File: src/mbc_regs.vh
`ifndef MBC_REGS_VH
`define MBC_REGS_VH
// Cycle kinds requested by the core side.
`define MBC_KIND_MEM_RD   3'h0
`define MBC_KIND_MEM_WR   3'h1
`define MBC_KIND_IO_RD    3'h2
`define MBC_KIND_IO_WR    3'h3
`define MBC_KIND_INTA     3'h4
// Status codes {io_mem, status_1, status_0}.
`define MBC_ST_MEM_WR     3'h1
`define MBC_ST_MEM_RD     3'h2
`define MBC_ST_IO_WR      3'h5
`define MBC_ST_IO_RD      3'h6
`define MBC_ST_INTA       3'h7
`define MBC_ST_HALT       2'h0
// Clock divide ratio of the processor clock.
`define MBC_CLK_DIV       2
`endif

File: src/mbc_clkdiv.v
`timescale 1ns/1ns
`default_nettype none
module mbc_clkdiv (
	// Clock and reset
	input  wire clk,
	input  wire nrst,
	// Processor clock phase
	output reg  phase
);
	// Divide by two: every T state spans two edges of the input clock.
	always @(posedge clk or negedge nrst) begin
		if (!nrst) begin
			phase <= 1'b0;
		end else begin
			phase <= ~phase;
		end
	end
endmodule
`default_nettype wire

File: src/mbc_bus_unit.v
// Contract
// - Upper address pins carry address high byte, or I/O port number.
// - Upper address, read and write strobes float in hold, halt, reset.
// - Low address byte drives the muxed bus in T1.
// - Muxed bus is data in T2 and T3; device drives only on writes.
// - Latch strobe pulses in T1, falls while address still valid.
// - Latch strobe is always driven, never floated.
// - Status: 001 mem write, 010 mem read, 110 I/O read, 111 ack; halt 00.
// - Status valid at cycle start and held through the whole cycle.
// - Read strobe low tells addressed party to drive read data.
// - Write strobe low while write data stands on the bus.
// - Ready low inserts whole wait states until sampled high.
// - Bus request honoured only after current transfer completes.
// - Bus not retaken until bus request is removed.
// - On acknowledge, address, data, strobes and io_mem float.
// - Halt with hold gives power-down, governed by bus request.
// - Address is sixteen bits from upper and lower bytes.
// - Ack rises, bus released next clock; retaken half clock after drop. Here the bus floats half a clock before ack rises.
// - Processor clock is the crystal input divided by two.
`timescale 1ns/1ns
`default_nettype none
`include "mbc_regs.vh"
module mbc_bus_unit (
	// Clock and reset
	input  wire        clk,
	input  wire        nrst,
	// Core request side
	input  wire        req_valid,
	input  wire [2:0]  req_kind,
	input  wire [15:0] req_addr,
	input  wire [7:0]  req_wdata,
	input  wire        halt_req,
	output reg         req_ready,
	output reg         rsp_valid,
	output reg  [7:0]  rsp_rdata,
	output reg         power_down,
	// Bus pins
	output reg  [7:0]  upper_address_byte,
	output reg         upper_address_oe,
	output reg  [7:0]  low_address_data_out,
	output reg         low_address_data_oe,
	input  wire [7:0]  low_address_data_in,
	output reg         ale,
	output reg         io_mem,
	output reg         io_mem_oe,
	output reg         cycle_status_1,
	output reg         cycle_status_0,
	output reg         rd_n,
	output reg         wr_n,
	output reg         strobe_oe,
	input  wire        ready,
	input  wire        bus_request,
	output reg         bus_surrender_ack,
	output reg         clk_out
);
	localparam S_IDLE = 3'h0;
	localparam S_T1   = 3'h1;
	localparam S_T2   = 3'h2;
	localparam S_TW   = 3'h3;
	localparam S_T3   = 3'h4;
	localparam S_HOLD = 3'h5;
	localparam S_HALT = 3'h6;

	wire       phase;
	reg  [1:0] ready_sync;
	reg  [1:0] hold_sync;
	reg  [7:0] data_sync0;
	reg  [7:0] data_sync1;
	reg  [2:0] state;
	reg  [2:0] next_state;
	reg  [2:0] kind;
	reg  [15:0] addr;
	reg  [7:0] wdata;
	reg        hold_seen;

	mbc_clkdiv u_div (
		.clk   (clk),
		.nrst  (nrst),
		.phase (phase)
	);

	function [2:0] status_code;
		input [2:0] k;
		begin
			case (k)
			`MBC_KIND_MEM_WR: status_code = `MBC_ST_MEM_WR;
			`MBC_KIND_IO_RD:  status_code = `MBC_ST_IO_RD;
			`MBC_KIND_IO_WR:  status_code = `MBC_ST_IO_WR;
			`MBC_KIND_INTA:   status_code = `MBC_ST_INTA;
			default:          status_code = `MBC_ST_MEM_RD;
			endcase
		end
	endfunction

	function is_write;
		input [2:0] k;
		begin
			is_write = (k == `MBC_KIND_MEM_WR) || (k == `MBC_KIND_IO_WR);
		end
	endfunction

	// Pin inputs come from outside and pass two flip-flops.
	always @(posedge clk or negedge nrst) begin
		if (!nrst) begin
			ready_sync <= 2'h0;
			hold_sync  <= 2'h0;
			data_sync0 <= 8'h00;
			data_sync1 <= 8'h00;
		end else begin
			ready_sync <= {ready_sync[0], ready};
			hold_sync  <= {hold_sync[0], bus_request};
			data_sync0 <= low_address_data_in;
			data_sync1 <= data_sync0;
		end
	end

	// One T state lasts one processor clock; state moves on phase high.
	always @* begin
		next_state = state;
		case (state)
		S_IDLE: begin
			if (hold_sync[1]) begin
				next_state = S_HOLD;
			end else if (req_valid) begin
				next_state = S_T1;
			end else if (halt_req) begin
				next_state = S_HALT;
			end
		end
		S_T1: begin
			next_state = S_T2;
		end
		S_T2: begin
			if (ready_sync[1]) begin
				next_state = S_T3;
			end else begin
				next_state = S_TW;
			end
		end
		S_TW: begin
			if (ready_sync[1]) begin
				next_state = S_T3;
			end
		end
		S_T3: begin
			next_state = S_IDLE;
		end
		S_HOLD: begin
			if (!hold_sync[1]) begin
				next_state = S_IDLE;
			end
		end
		S_HALT: begin
			if (hold_sync[1]) begin
				next_state = S_HOLD;
			end else if (!halt_req) begin
				next_state = S_IDLE;
			end
		end
		default: begin
			next_state = S_IDLE;
		end
		endcase
	end

	always @(posedge clk or negedge nrst) begin
		if (!nrst) begin
			state     <= S_IDLE;
			kind      <= 3'h0;
			addr      <= 16'h0000;
			wdata     <= 8'h00;
			hold_seen <= 1'b0;
		end else if (phase) begin
			state <= next_state;
			if (state == S_IDLE && next_state == S_T1) begin
				kind  <= req_kind;
				addr  <= req_addr;
				wdata <= req_wdata;
			end
			hold_seen <= (next_state == S_HOLD);
		end
	end

	// All pin outputs are registered; all but ack and clk_out update on the T-state edge.
	always @(posedge clk or negedge nrst) begin
		if (!nrst) begin
			upper_address_byte   <= 8'h00;
			upper_address_oe     <= 1'b0;
			low_address_data_out <= 8'h00;
			low_address_data_oe  <= 1'b0;
			ale                  <= 1'b0;
			io_mem               <= 1'b0;
			io_mem_oe            <= 1'b0;
			cycle_status_1       <= 1'b0;
			cycle_status_0       <= 1'b0;
			rd_n                 <= 1'b1;
			wr_n                 <= 1'b1;
			strobe_oe            <= 1'b0;
			bus_surrender_ack    <= 1'b0;
			power_down           <= 1'b0;
			req_ready            <= 1'b0;
			rsp_valid            <= 1'b0;
			rsp_rdata            <= 8'h00;
			clk_out              <= 1'b0;
		end else begin
			// Mirrors the divider, so the pin toggles on every rising input edge.
			clk_out   <= ~phase;
			req_ready <= 1'b0;
			rsp_valid <= 1'b0;
			if (phase) begin
				// Latch strobe falls at the end of T1, address still out.
				ale <= (next_state == S_T1);
				case (next_state)
				S_T1: begin
					req_ready            <= 1'b1;
					upper_address_byte   <= req_addr[15:8];
					upper_address_oe     <= 1'b1;
					low_address_data_out <= req_addr[7:0];
					low_address_data_oe  <= 1'b1;
					{io_mem, cycle_status_1, cycle_status_0}
						<= status_code(req_kind);
					io_mem_oe            <= 1'b1;
					strobe_oe            <= 1'b1;
					rd_n                 <= 1'b1;
					wr_n                 <= 1'b1;
				end
				S_T2, S_TW, S_T3: begin
					// Status pins keep their T1 value.
					low_address_data_out <= wdata;
					low_address_data_oe  <= is_write(kind);
					rd_n                 <= is_write(kind);
					wr_n                 <= ~is_write(kind);
				end
				S_HOLD: begin
					upper_address_oe    <= 1'b0;
					low_address_data_oe <= 1'b0;
					io_mem_oe           <= 1'b0;
					strobe_oe           <= 1'b0;
					rd_n                <= 1'b1;
					wr_n                <= 1'b1;
				end
				S_HALT: begin
					upper_address_oe    <= 1'b0;
					low_address_data_oe <= 1'b0;
					io_mem_oe           <= 1'b0;
					cycle_status_1      <= 1'b0;
					cycle_status_0      <= 1'b0;
					strobe_oe           <= 1'b0;
					rd_n                <= 1'b1;
					wr_n                <= 1'b1;
				end
				default: begin
					// Idle: strobes parked high, upper address enable keeps its previous value.
					low_address_data_oe <= 1'b0;
					rd_n                <= 1'b1;
					wr_n                <= 1'b1;
				end
				endcase
				if (state == S_T3) begin
					rsp_valid <= 1'b1;
					rsp_rdata <= data_sync1;
				end
				// Power-down holds while halted and the bus is surrendered.
				power_down <= (next_state == S_HOLD) && halt_req;
			end else begin
				// Ack raised mid T state, half a clock after the bus floated.
				// Ack drops here; bus retaken half a clock later if a request waits, else at the next T1.
				bus_surrender_ack <= hold_seen;
			end
		end
	end
endmodule
`default_nettype wire

File: config.mk
export PLATFORM = sky130hd
export DESIGN_NAME = mbc_bus_unit
export DESIGN_NICKNAME = d
export VERILOG_FILES = /design/src/mbc_clkdiv.v /design/src/mbc_bus_unit.v
export VERILOG_INCLUDE_DIRS = /design/src /design/src/src
export SDC_FILE = /design/constraint.sdc
export NUM_CORES = 1
export LEC_CHECK = 0
export BUFFER_PORTS_ARGS = -buffer_cell sky130_fd_sc_hd__buf_2
export CAP_MARGIN = 10
export CORE_ASPECT_RATIO = 1.75
export CORE_UTILIZATION = 46
export CTS_BUF_LIST = sky130_fd_sc_hd__clkbuf_8 sky130_fd_sc_hd__clkbuf_16
export CTS_CLUSTER_DIAMETER = 30
export DETAILED_ROUTE_END_ITERATION = 7
export PLACE_DENSITY_LB_ADDON = 0.08
export SETUP_SLACK_MARGIN = 0.2
export SYNTH_ARGS = -nofsm -noshare
export SYNTH_HDL_FRONTEND = slang
export SYNTH_SLANG_ARGS = --single-unit
File: constraint.sdc
create_clock -name clk -period 1.91 [get_ports clk]
set_input_delay 0.2865 -clock clk [delete_from_list [all_inputs] [get_ports clk]]
set_output_delay 0.2865 -clock clk [all_outputs]
set_load 0.005 [all_outputs]
# Yosys cells after proc, flatten, opt, wreduce, memory -nomap -nowiden
# Index checks and enable logic that the tools add are counted.
# totals
wordCells	80
regBits	72
in_bits	41
out_inout_bits	39
# op_classes
n_eq_ne	18
muxes	21
bitwise_logic	2
reduce_logical	15
# ops
operator	n
3-bit 2-to-1 mux	8
3-bit by 2-bit == test with 1-bit output (second input constant)	7
3-bit == test (second input constant)	7
3-bit case mux with 6 select lines	1
8-bit case mux with 2 select lines	1
3-bit by 1-bit == test with 1-bit output (second input constant)	4
3-bit case mux with 4 select lines	1
2-bit AND reduction	6
1-bit case mux with 2 select lines	4
1-bit 2-to-1 mux	6
2-bit nonzero test	3
3-bit zero test	1
3-bit OR reduction	1
1-bit logical AND	2
1-bit NOT	2
2-bit OR reduction	1
1-bit logical OR	1

# Longest topological paths before layout
# Gate-level depths: netlist (run 1).
# depth
word_depth	8
depth_mapped	7
mapped_depth_nobuf	5

# Modules after synthesis
# From an unflattened synthesis (run 1), not the netlist that was laid out.
# hier_totals
hier_cells	190
hier_area_um2	2711.4
# by_module_without_submodules
module	n_inst	seq_area_each_um2	cells_per_inst	area_per_inst_um2
mbc_bus_unit	1	1779.2	188	2682.6
mbc_clkdiv	1	25.0	2	28.8

# Worst setup path before layout (run 1)
# Ideal clock, no wire load.
# synth_path
path_kind	reg-to-reg
start	register state[0]
end	register upper_address_byte[1]
n_path_buf	2
arrival_time_ps	1866
required_time_ps	1782
setup_ps	128
path_slack_ps	-84
stages_incl_launch_ff	8
synth_period_minus_slack_ps	1994
path_cell_list	dfrtp_1 buf_6 or3b_4 a21oi_4 o211ai_4 nor3_4 buf_4 mux2_1
# synth_between
elab_chain_len	6
word_cells_on_any_way	16
classes_between	6 x eq/ne; 8 x mux; 2 x reduce/logical
# synth_lines
item	line_no	text
from (decl)	mbc_bus_unit.v:69	reg [2:0] state;
from (signal assigned)	mbc_bus_unit.v:174	state <= next_state;
3-bit 2-to-1 mux	mbc_bus_unit.v:126	end else if (halt_req) begin
3-bit 2-to-1 mux	mbc_bus_unit.v:124	end else if (req_valid) begin
3-bit 2-to-1 mux	mbc_bus_unit.v:122	if (hold_sync[1]) begin
3-bit case mux with 6 select lines *	mbc_bus_unit.v:120	case (state)
3-bit by 1-bit == test with 1-bit output *	mbc_bus_unit.v:213	case (next_state)
2-bit AND reduction (no line) *	n/a	
to (signal assigned)	mbc_bus_unit.v:216	upper_address_byte <= req_addr[15:8];
to (decl)	mbc_bus_unit.v:38	output reg [7:0] upper_address_byte,
# Mark *: on every way between the ends. The rest lies on a longest branch, timed or not.
# A chain may end at the register's enable or synchronous reset.

# Worst setup path after layout (run 1)
# layout_path
start	register state[1]
end	register upper_address_byte[0]
# The elaborated chain is that of the path after synthesis.

==> out/results.ini, run 1 <==
[power]
p_comb_share_pct = 45.3
intPower_mw = 4.203
pwr-share-clk_pct = 16.5
sw_frac_of_total_pct = 31.79
peakVddDrop_v = 0.0008219
p_seq_share_pct = 38.2
switching_power_mw = 1.958
total_power_mw = 6.161
powerDensity_nw_per_um2 = 1688
leakage_nw = 1.792

[logic_synthesis]
ys_ff_latch = 71
yosysWarnings = 0
avgSynthCellArea_sq_um = 14.20
syn_inst = 193
yosysTopAreaCell = dfrtp_1
yosysSeqAreaShare_pct = 64.90
ys.flop_type = dfrtp_1
synth_compound_area_share_pct = 11.36
synthTopCellsByArea = dfrtp_1 63%, mux2_1 7.4%, mux2_2 4.1%
synth-edff-count = 0
yosys.area_share.adder_pct = 0
synth.top_cell.area_share_pct = 62.98
synth.distinct_cells = 41
synthArstFlopShare_pct = 100.0
synth_top_family_by_area = multiplexers
synthMuxAreaShare_pct = 11.87
yosys.area_share.simple_pct = 8.672
syn-num-nets = 234
syn_area_sq_um = 2741
synth-xor-area-share_pct = 0.3195

[placed_design]
gp_congestion = 0.7730
dp_hpwl_microns = 3843
numPortBuffers = 79
numPlacedInstances = 359

[final_layout]
fin_cells = 380
nFillCells = 485
areaGrowthSynthToFinish_pct = 33.18
mostFrequentLayoutCell = buf_2
nets = 342
layout_common_cells = 79 x buf_2, 67 x dfrtp_1, 24 x buf_4, 14 x mux2_1, 12 x nor2_1
drive_above_1_share_pct = 50.66
num_antenna_cells = 0

[setup_path]
crit_chain = or3b_4 > a21oi_4 > o211ai_4 > nor3_4 > buf_12 > mux2_2
cp_top_family = simple AND/OR/NAND/NOR gates
cpPeakStageDelay_ns = 0.44
crit_buf_inv = 1
crit_slowest_cell = dfrtp_2
worstPathRequired_ns = 2.14
crit_arrival_ns = 2.22
crit_fanout = 25
path_class = flip-flop to flip-flop
end_kind = flip-flop
cp-start-kind = flip-flop

[floorplanning]
ioPinCount = 80
start_util_pct = 48.30
die_w_microns = 60.36
die-area_sq_um = 6284
rows = 36
fp.dieH_microns = 104.1
core_sq_um = 5675

[timing]
slew_headroom_pct = 71.10
maxSlewViolCount = 0
final_hold_viol_count = 0
worstMarginPinSlew_ns = 0.4330
min_period_ns = 1.991
setup_viol = 27
skew_ns = 0.01217
rsz0062_at_grt = yes
max_clock_freq_mhz = 502.2
period_share_pct = 104.3
fin_ws_ns = -0.08143

[cts]
clock_path_buffers = 2
h-tree-depth = 3
insertion_delay_ns = 0.35
root_buffer = clkbuf_8
path_clk_slew_ns = 0.07
cts_buffers = 9
cts_tree = built
cts.sinks = 71

[global_routing]
grt_usage_pct = 19.12
grt_start_max_net_pins = 72
grt_pass1_wl_microns = 8666
grt_pass1_vias = 1838
overflow = 0
antenna_found_initial = 0

[job]
maxCapViolCount = 0

[outcome]
violations = setup timing
status = finished with violations

[route]
routed_wl_microns = 5371
drc_errors = 0
ant_nets = 0
wl_per_cell_microns = 14.13
viasPerCell = 5.100
drtIter0Drc = 75
vias = 1938
drtPass1Iterations = 4

[worst_hold_path]
hp-class = primary input to flip-flop

## worst paths after layout
path,cells after the start,end,slack (ns),startpoint
setup reg to reg,6,upper_address_byte[0],-0.08,state[1]
min in group asynchronous,3,low_address_data_oe,0.50,nrst
setup / recovery,6,upper_address_byte[0],-0.08,state[1]
hold / removal,1,hold_sync[0],0.04,bus_request
hold reg to reg,0,ready_sync[1],0.35,ready_sync[0]
max in group asynchronous,3,wr_n,1.10,nrst
## kinds of logic after synthesis
family,after synthesis
AO/OA/AOI/OAI,34
XOR/XNOR,1
buffers and inverters,14
flip-flops,71
multiplexers,29
AND/OR/NAND/NOR,44
## layout make-up
class                   count  area [sq um]  area share (%)
clock inverters             3         12.51          0.3427
multi-input cells         108         943.4           25.84
well taps                  76         95.09           2.605
inverters                   2         7.507          0.2056
repair buffers            109         659.4           18.06
flip-flops and latches     71          1782           48.80
clock buffers              11         151.4           4.147
## power groups by stage
stage,Combinational (mW),Sequential (mW),Clock (mW)
floorplan,1.58,2.34,0
global placement,2.49,2.37,0
detailed placement,2.53,2.39,0
CTS,2.63,2.36,1.04
global route,3.05,2.42,1.11
finish,2.79,2.35,1.02
## cell usage after synthesis (all sizes together) (2+ instances only)
cell type,count
inv,2
buf,8
mux2,28
clkbuf,4
nand2b,3
and3,8
a21o,2
nor2,13
nor2b,2
o211ai,5
o21ai,3
dfrtp,69
a221o,8
a31oi,3
nand2,10
a21oi,3
o211a,2
dfstp,2
nor3,3
## layer usage
layer	global-route usage, %	wire (microns)
met1	24.68	2268
met5	0	0
met2	28.41	2756
met4	11.13	131
met3	4.726	214
## worst reg2reg max path: stages (launching register included)
cell and delay, ns:
dfrtp_2 0.44, or3b_4 0.39, a21oi_4 0.17, o211ai_4 0.12
nor3_4 0.19, buf_12 0.21, mux2_2 0.35
## state kept, by name, summed over array words and instances (netlist names), 2 cells and up
| register | count |
|---|---|
| data_sync0 | 8 |
| data_sync1 | 8 |
| low_address_data_out | 8 |
| rsp_rdata | 8 |
| upper_address_byte | 8 |
| wdata | 8 |
| state | 3 |
| hold_sync | 2 |
| kind | 2 |
| ready_sync | 2 |
## stage by stage
stage / setup WS (ns) / hold WS [ns] / area (sq um) / utilization [%] / TNS [ns]
after floorplan: -0.08113 / -0.009091 / 2756 / - / -1.616
after global placement: -0.04041 / 0.3311 / 3366 / 59.30 / -0.4527
after detailed placement: -0.07181 / 0.3372 / 3366 / 59.30 / -1.130
after CTS: -0.07207 / 0.03483 / 3582 / 63.12 / -1.123
after global routing: -0.1357 / 0.02866 / 3651 / 64.33 / -3.073
final: -0.08143 / 0.04319 / 3651 / 64.33 / -1.407
## repair_timing
item | in CTS | in global routing
setup buffers | 2 | 4
endpoints found under the setup margin | 31 | 41
hold buffers | 1 | 0
endpoints found under the hold margin | 69 | 0
gates resized for setup | 8 | 9
pin swaps | 2 | 0
gates cloned | 0 | 0
Note: power is estimated with default switching activity, not from simulation.
==> inputs of run 2 (changes only) <==
--- a/config.mk
+++ b/config.mk
@@ -9,7 +9,7 @@
 export BUFFER_PORTS_ARGS = -buffer_cell sky130_fd_sc_hd__buf_2
 export CAP_MARGIN = 10
 export CORE_ASPECT_RATIO = 1.75
-export CORE_UTILIZATION = 46
+export CORE_UTILIZATION = 55
 export CTS_BUF_LIST = sky130_fd_sc_hd__clkbuf_8 sky130_fd_sc_hd__clkbuf_16
 export CTS_CLUSTER_DIAMETER = 30
 export DETAILED_ROUTE_END_ITERATION = 7
==> constraint.sdc (replaced) <==
create_clock -name clk -period 2.3 [get_ports clk]
set_input_delay 0.345 -clock clk [delete_from_list [all_inputs] [get_ports clk]]
set_output_delay 0.345 -clock clk [all_outputs]
set_load 0.005 [all_outputs]
==> run 2 against run 1 <==
The run now ends clean. Sequential share of layout area rose by 2.4 points. Total power decreased by 20%. Flip-flop and latch count did not move. Fmax shrank 3.7%. Worst setup slack improved by 0.31 ns. Clock-buffer cell count is 2 lower.
==> out/results.ini, run 2 (synthesis results as in run 1) <==
[placed_design]
dp_hpwl_microns = 3606
post_dp_cell_area_sq_um = 3208
numPortBuffers = 79
numPlacedInstances = 319
gp_congestion = 0.7550

[global_routing]
grt_pass1_vias = 1785
grt_pass1_wl_microns = 8300
overflow = 0
antenna_found_initial = 0
grt_usage_pct = 21.21
grt_start_max_net_pins = 35

[setup_path]
end_kind = flip-flop
cpPeakStageDelay_ns = 0.48
crit_arrival_ns = 2.29
path_class = flip-flop to flip-flop
r2r_slack_ns = 0.23
cp-start-kind = flip-flop
crit_fanout = 30
crit_chain = or3b_4 > a21oi_4 > o211ai_4 > nor3_4 > buf_12 > mux2_2
crit_slowest_cell = dfrtp_2
worstPathRequired_ns = 2.53

[power]
p_seq_share_pct = 40.4
total_power_mw = 4.900
p_comb_share_pct = 37.7
powerDensity_nw_per_um2 = 1409
pwr-share-clk_pct = 22.0
intPower_mw = 3.340
sw_frac_of_total_pct = 31.84
peakVddDrop_v = 0.0009489
leakage_nw = 1.689
switching_power_mw = 1.560

[final_layout]
register_area_sq_um = 1782
drive_above_1_share_pct = 44.44
nets = 324
multi_input_area_sq_um = 889.6
mostFrequentLayoutCell = buf_2
nFillCells = 371
fin_cells = 340
layout_common_cells = 79 x buf_2, 67 x dfrtp_1, 18 x mux2_1, 13 x nor2_1
areaGrowthSynthToFinish_pct = 26.84
num_antenna_cells = 0
design_area_sq_um = 3477

[route]
drtPass1Iterations = 6
drc_errors = 0
viasPerCell = 5.412
routed_wl_microns = 5139
ant_nets = 0
vias = 1840
wl_per_cell_microns = 15.11
drtIter0Drc = 30

[floorplanning]
die-area_sq_um = 5282
start_util_pct = 57.73
core_sq_um = 4748
ioPinCount = 80
die_w_microns = 55.37
fp.dieH_microns = 95.40
rows = 33

[timing]
skew_ns = 0.004646
final_hold_viol_count = 0
worstMarginPinSlew_ns = 0.4344
max_clock_freq_mhz = 483.6
setup_viol = 0
rsz0062_at_grt = yes
maxSlewViolCount = 0
slew_headroom_pct = 71.01
finalSetupTns_ns = 0
period_share_pct = 89.91
min_period_ns = 2.068

[cts]
cts.sinks = 71
cts_tree = built
insertion_delay_ns = 0.34
clock_path_buffers = 2
path_clk_slew_ns = 0.08
root_buffer = clkbuf_8
cts_buffers = 9
h-tree-depth = 3

[outcome]
status = completed

[worst_hold_path]
hp-class = primary input to flip-flop

[job]
maxCapViolCount = 0

-- run 2: layer usage --
| metal | share of wire (%) | vias up | global-route usage, % |
|---|---|---|---|
| met5 | 0 | - | 0 |
| met4 | 2.0 | 0 | 12.50 |
| met3 | 5.5 | 9 | 6.649 |
| met2 | 53 | 67 | 34.84 |
| met1 | 40 | 895 | 24.35 |
| li1 | - | 869 | - |
-- run 2: final timing paths --
check,endpoint,from,depth (start not counted)
max,upper_address_byte[0],state[1],6
min reg2reg,data_sync1[4],data_sync0[4],0
min,hold_sync[0],bus_request,1
max in group asynchronous,upper_address_byte[4],nrst,3
max reg2reg,upper_address_byte[0],state[1],6
min in group asynchronous,bus_surrender_ack,nrst,2
-- run 2: power groups by stage --
| stage | Clock (mW) | Combinational (mW) | Sequential, mW |
|---|---|---|---|
| 3_3_place_gp | 0 | 1.76 | 1.98 |
| 3_5_place_dp | 0 | 1.80 | 2.00 |
| 4_1_cts | 1.11 | 1.81 | 1.98 |
| 6_report | 1.08 | 1.85 | 1.98 |
| 2_1_floorplan | 0 | 1.27 | 1.94 |
| 5_1_grt | 1.15 | 2.03 | 2.04 |
-- run 2: worst max-delay path: cells and delay by family, from the launching register on --
family                 cells  cell delay (ns)
DFF                        1             0.48
AOI/OAI and AO/OA          2             0.34
and+or+nand+nor            2             0.58
buffers and inverters      1             0.21
muxes                      1             0.35
-- run 2: repair_timing --
| item | in CTS | in global routing |
|---|---|---|
| resized for setup | 1 | 2 |
| setup buffers | 0 | 4 |
| endpoints found under the hold margin | 12 | 0 |
| hold buffers | 1 | 0 |
| setup endpoints to repair | 19 | 26 |
-- run 2: layout make-up --
class / count / share of cell area [%]
Sequential cell: 71 / 51.24
Multi-Input combinational cell: 108 / 25.58
Timing Repair Buffer: 91 / 14.75
Clock buffer: 9 / 3.562
Clock inverter: 7 / 2.771
Tap cell: 52 / 1.871
Inverter: 2 / 0.2159
-- run 2: metrics by stage --
stage          util, %  hold slack, ns  worst slack (ns)
3_3_place_gp     67.56          0.2810            0.2396
5_1_grt          73.23         0.07659            0.1456
4_1_cts          72.44         0.08358            0.2144
2_1_floorplan        -         0.04941            0.3061
3_5_place_dp     67.56          0.2826            0.2039
6_report         73.23          0.1076            0.2322
==> inputs of run 3 (changes only) <==
--- a/config.mk
+++ b/config.mk
@@ -13,6 +13,7 @@
 export CTS_BUF_LIST = sky130_fd_sc_hd__clkbuf_8 sky130_fd_sc_hd__clkbuf_16
 export CTS_CLUSTER_DIAMETER = 30
 export DETAILED_ROUTE_END_ITERATION = 7
+export MAX_ROUTING_LAYER = met4
 export PLACE_DENSITY_LB_ADDON = 0.08
 export SETUP_SLACK_MARGIN = 0.2
 export SYNTH_ARGS = -nofsm -noshare
==> run 3 against run 2 <==
Sequential power barely moved. Die area stayed put. Largest cell class unchanged. Global-route usage grew 0.51 points. Wire length grew 0.76%. Via count decreased by 0.33%. Clock power is essentially flat. Critical path depth did not move. Fmax hardly changed.
==> out/results.ini, run 3 (synthesis results as in run 1) <==
[route]
wl_per_cell_microns = 15.23
viasPerCell = 5.394
routed_wl_microns = 5178
vias = 1834
drtIter0Drc = 37
drc_errors = 0
drtPass1Iterations = 4
ant_nets = 0

[timing]
min_period_ns = 2.068
rsz0062_at_grt = yes
worstMarginPinSlew_ns = 0.4344
period_share_pct = 89.91
finalSetupTns_ns = 0
max_clock_freq_mhz = 483.6
final_hold_viol_count = 0
skew_ns = 0.004594
slew_headroom_pct = 71.01
setup_viol = 0
maxSlewViolCount = 0
fin_ws_ns = 0.2321

[setup_path]
end_kind = flip-flop
crit_buf_inv = 1
worstPathRequired_ns = 2.52
crit_chain = or3b_4 > a21oi_4 > o211ai_4 > nor3_4 > buf_12 > mux2_1
crit_fanout = 30
path_class = flip-flop to flip-flop
crit_slowest_cell = dfrtp_2
crit_arrival_ns = 2.29
cp-start-kind = flip-flop
cp_top_family = simple AND/OR/NAND/NOR gates
cpPeakStageDelay_ns = 0.48

[cts]
h-tree-depth = 3
cts_buffers = 9
cts.sinks = 71
insertion_delay_ns = 0.34
cts_tree = built
clock_path_buffers = 2
root_buffer = clkbuf_8
path_clk_slew_ns = 0.08

[power]
leakage_nw = 1.689
peakVddDrop_v = 0.0009583
powerDensity_nw_per_um2 = 1410

[floorplanning]
die-area_sq_um = 5282
core_sq_um = 4748
rows = 33
ioPinCount = 80
fp.dieH_microns = 95.40
die_w_microns = 55.37
start_util_pct = 57.73

[final_layout]
layout_common_cells = 79 x buf_2, 67 x dfrtp_1, 18 x mux2_1, 13 x nor2_1
multi_input_area_sq_um = 889.6
mostFrequentLayoutCell = buf_2
register_area_sq_um = 1782
areaGrowthSynthToFinish_pct = 26.84
num_antenna_cells = 0
nets = 324
nFillCells = 371
drive_above_1_share_pct = 44.44

[job]
maxCapViolCount = 0

[placed_design]
gp_congestion = 0.7649
numPortBuffers = 79
dp_hpwl_microns = 3606
dp_slack_ns = 0.2039

[global_routing]
grt_pass1_wl_microns = 8273
overflow = 0
grt_usage_pct = 21.72
grt_start_max_net_pins = 35
antenna_found_initial = 0
grt_pass1_vias = 1788

[outcome]
status = completed

[worst_hold_path]
hp-class = primary input to flip-flop

==> run 3: worst reg2reg max path: cells and delay by family, from the launching register on <==
| kind | cells | cell delay [ns] |
|---|---|---|
| flip-flops | 1 | 0.48 |
| AND/OR/NAND/NOR | 2 | 0.58 |
| multiplexers | 1 | 0.35 |
| AO/OA/AOI/OAI | 2 | 0.33 |
| buffers and inverters | 1 | 0.22 |
==> run 3: stage by stage <==
stage | hold WS [ns] | area, sq um | power [mW] | utilization [%] | cells
2_1_floorplan | 0.04941 | 2741 | 3.211 | - | 193
4_1_cts | 0.08358 | 3440 | 4.902 | 72.44 | 336
6_report | 0.1052 | 3477 | 4.903 | 73.23 | 340
5_1_grt | 0.07916 | 3477 | 5.218 | 73.23 | 340
3_5_place_dp | 0.2826 | 3208 | 3.798 | 67.56 | 319
3_3_place_gp | 0.2810 | 3208 | 3.735 | 67.56 | 319
==> run 3: layout make-up <==
cell class / instances / area share [%]
Clock buffer: 9 / 3.562
Sequential cell: 71 / 51.24
Multi-Input combinational cell: 108 / 25.58
Inverter: 2 / 0.2159
Timing Repair Buffer: 91 / 14.75
Clock inverter: 7 / 2.771
Tap cell: 52 / 1.871
==> run 3: final timing paths <==
| path | from | end | slack (ns) | cells after the start |
|---|---|---|---|---|
| min | bus_request | hold_sync[0] | 0.11 | 1 |
| min in group asynchronous | nrst | bus_surrender_ack | 0.44 | 2 |
| max reg2reg | state[1] | wdata[7] | 0.23 | 6 |
| min reg2reg | data_sync0[4] | data_sync1[4] | 0.35 | 0 |
| max in group asynchronous | nrst | wdata[1] | 1.21 | 3 |
| max | state[1] | wdata[7] | 0.23 | 6 |
==> run 3: report_power, final <==
part           total (mW)  internal, mW  switching [mW]
sequential           1.98          1.72           0.259
clock                1.08         0.611           0.467
combinational        1.85          1.01           0.837
total                4.90          3.34            1.56
==> run 3: routing by layer <==
layer,track usage (%),vias up,share of wire [%]
met2,35.04,62,52
met5,-,-,0
met1,24.54,890,41
li1,-,871,-
met3,5.563,11,4.5
met4,12.50,0,2.5
==> run 3: what timing repair did <==
| item | 4_1_cts | 5_1_grt |
|---|---|---|
| buffers inserted | 0 | 4 |
| hold endpoints to repair | 12 | 0 |
| cloned | 0 | 0 |
| resized for setup | 1 | 2 |
| setup endpoints to repair | 19 | 26 |
| hold buffers | 1 | 0 |
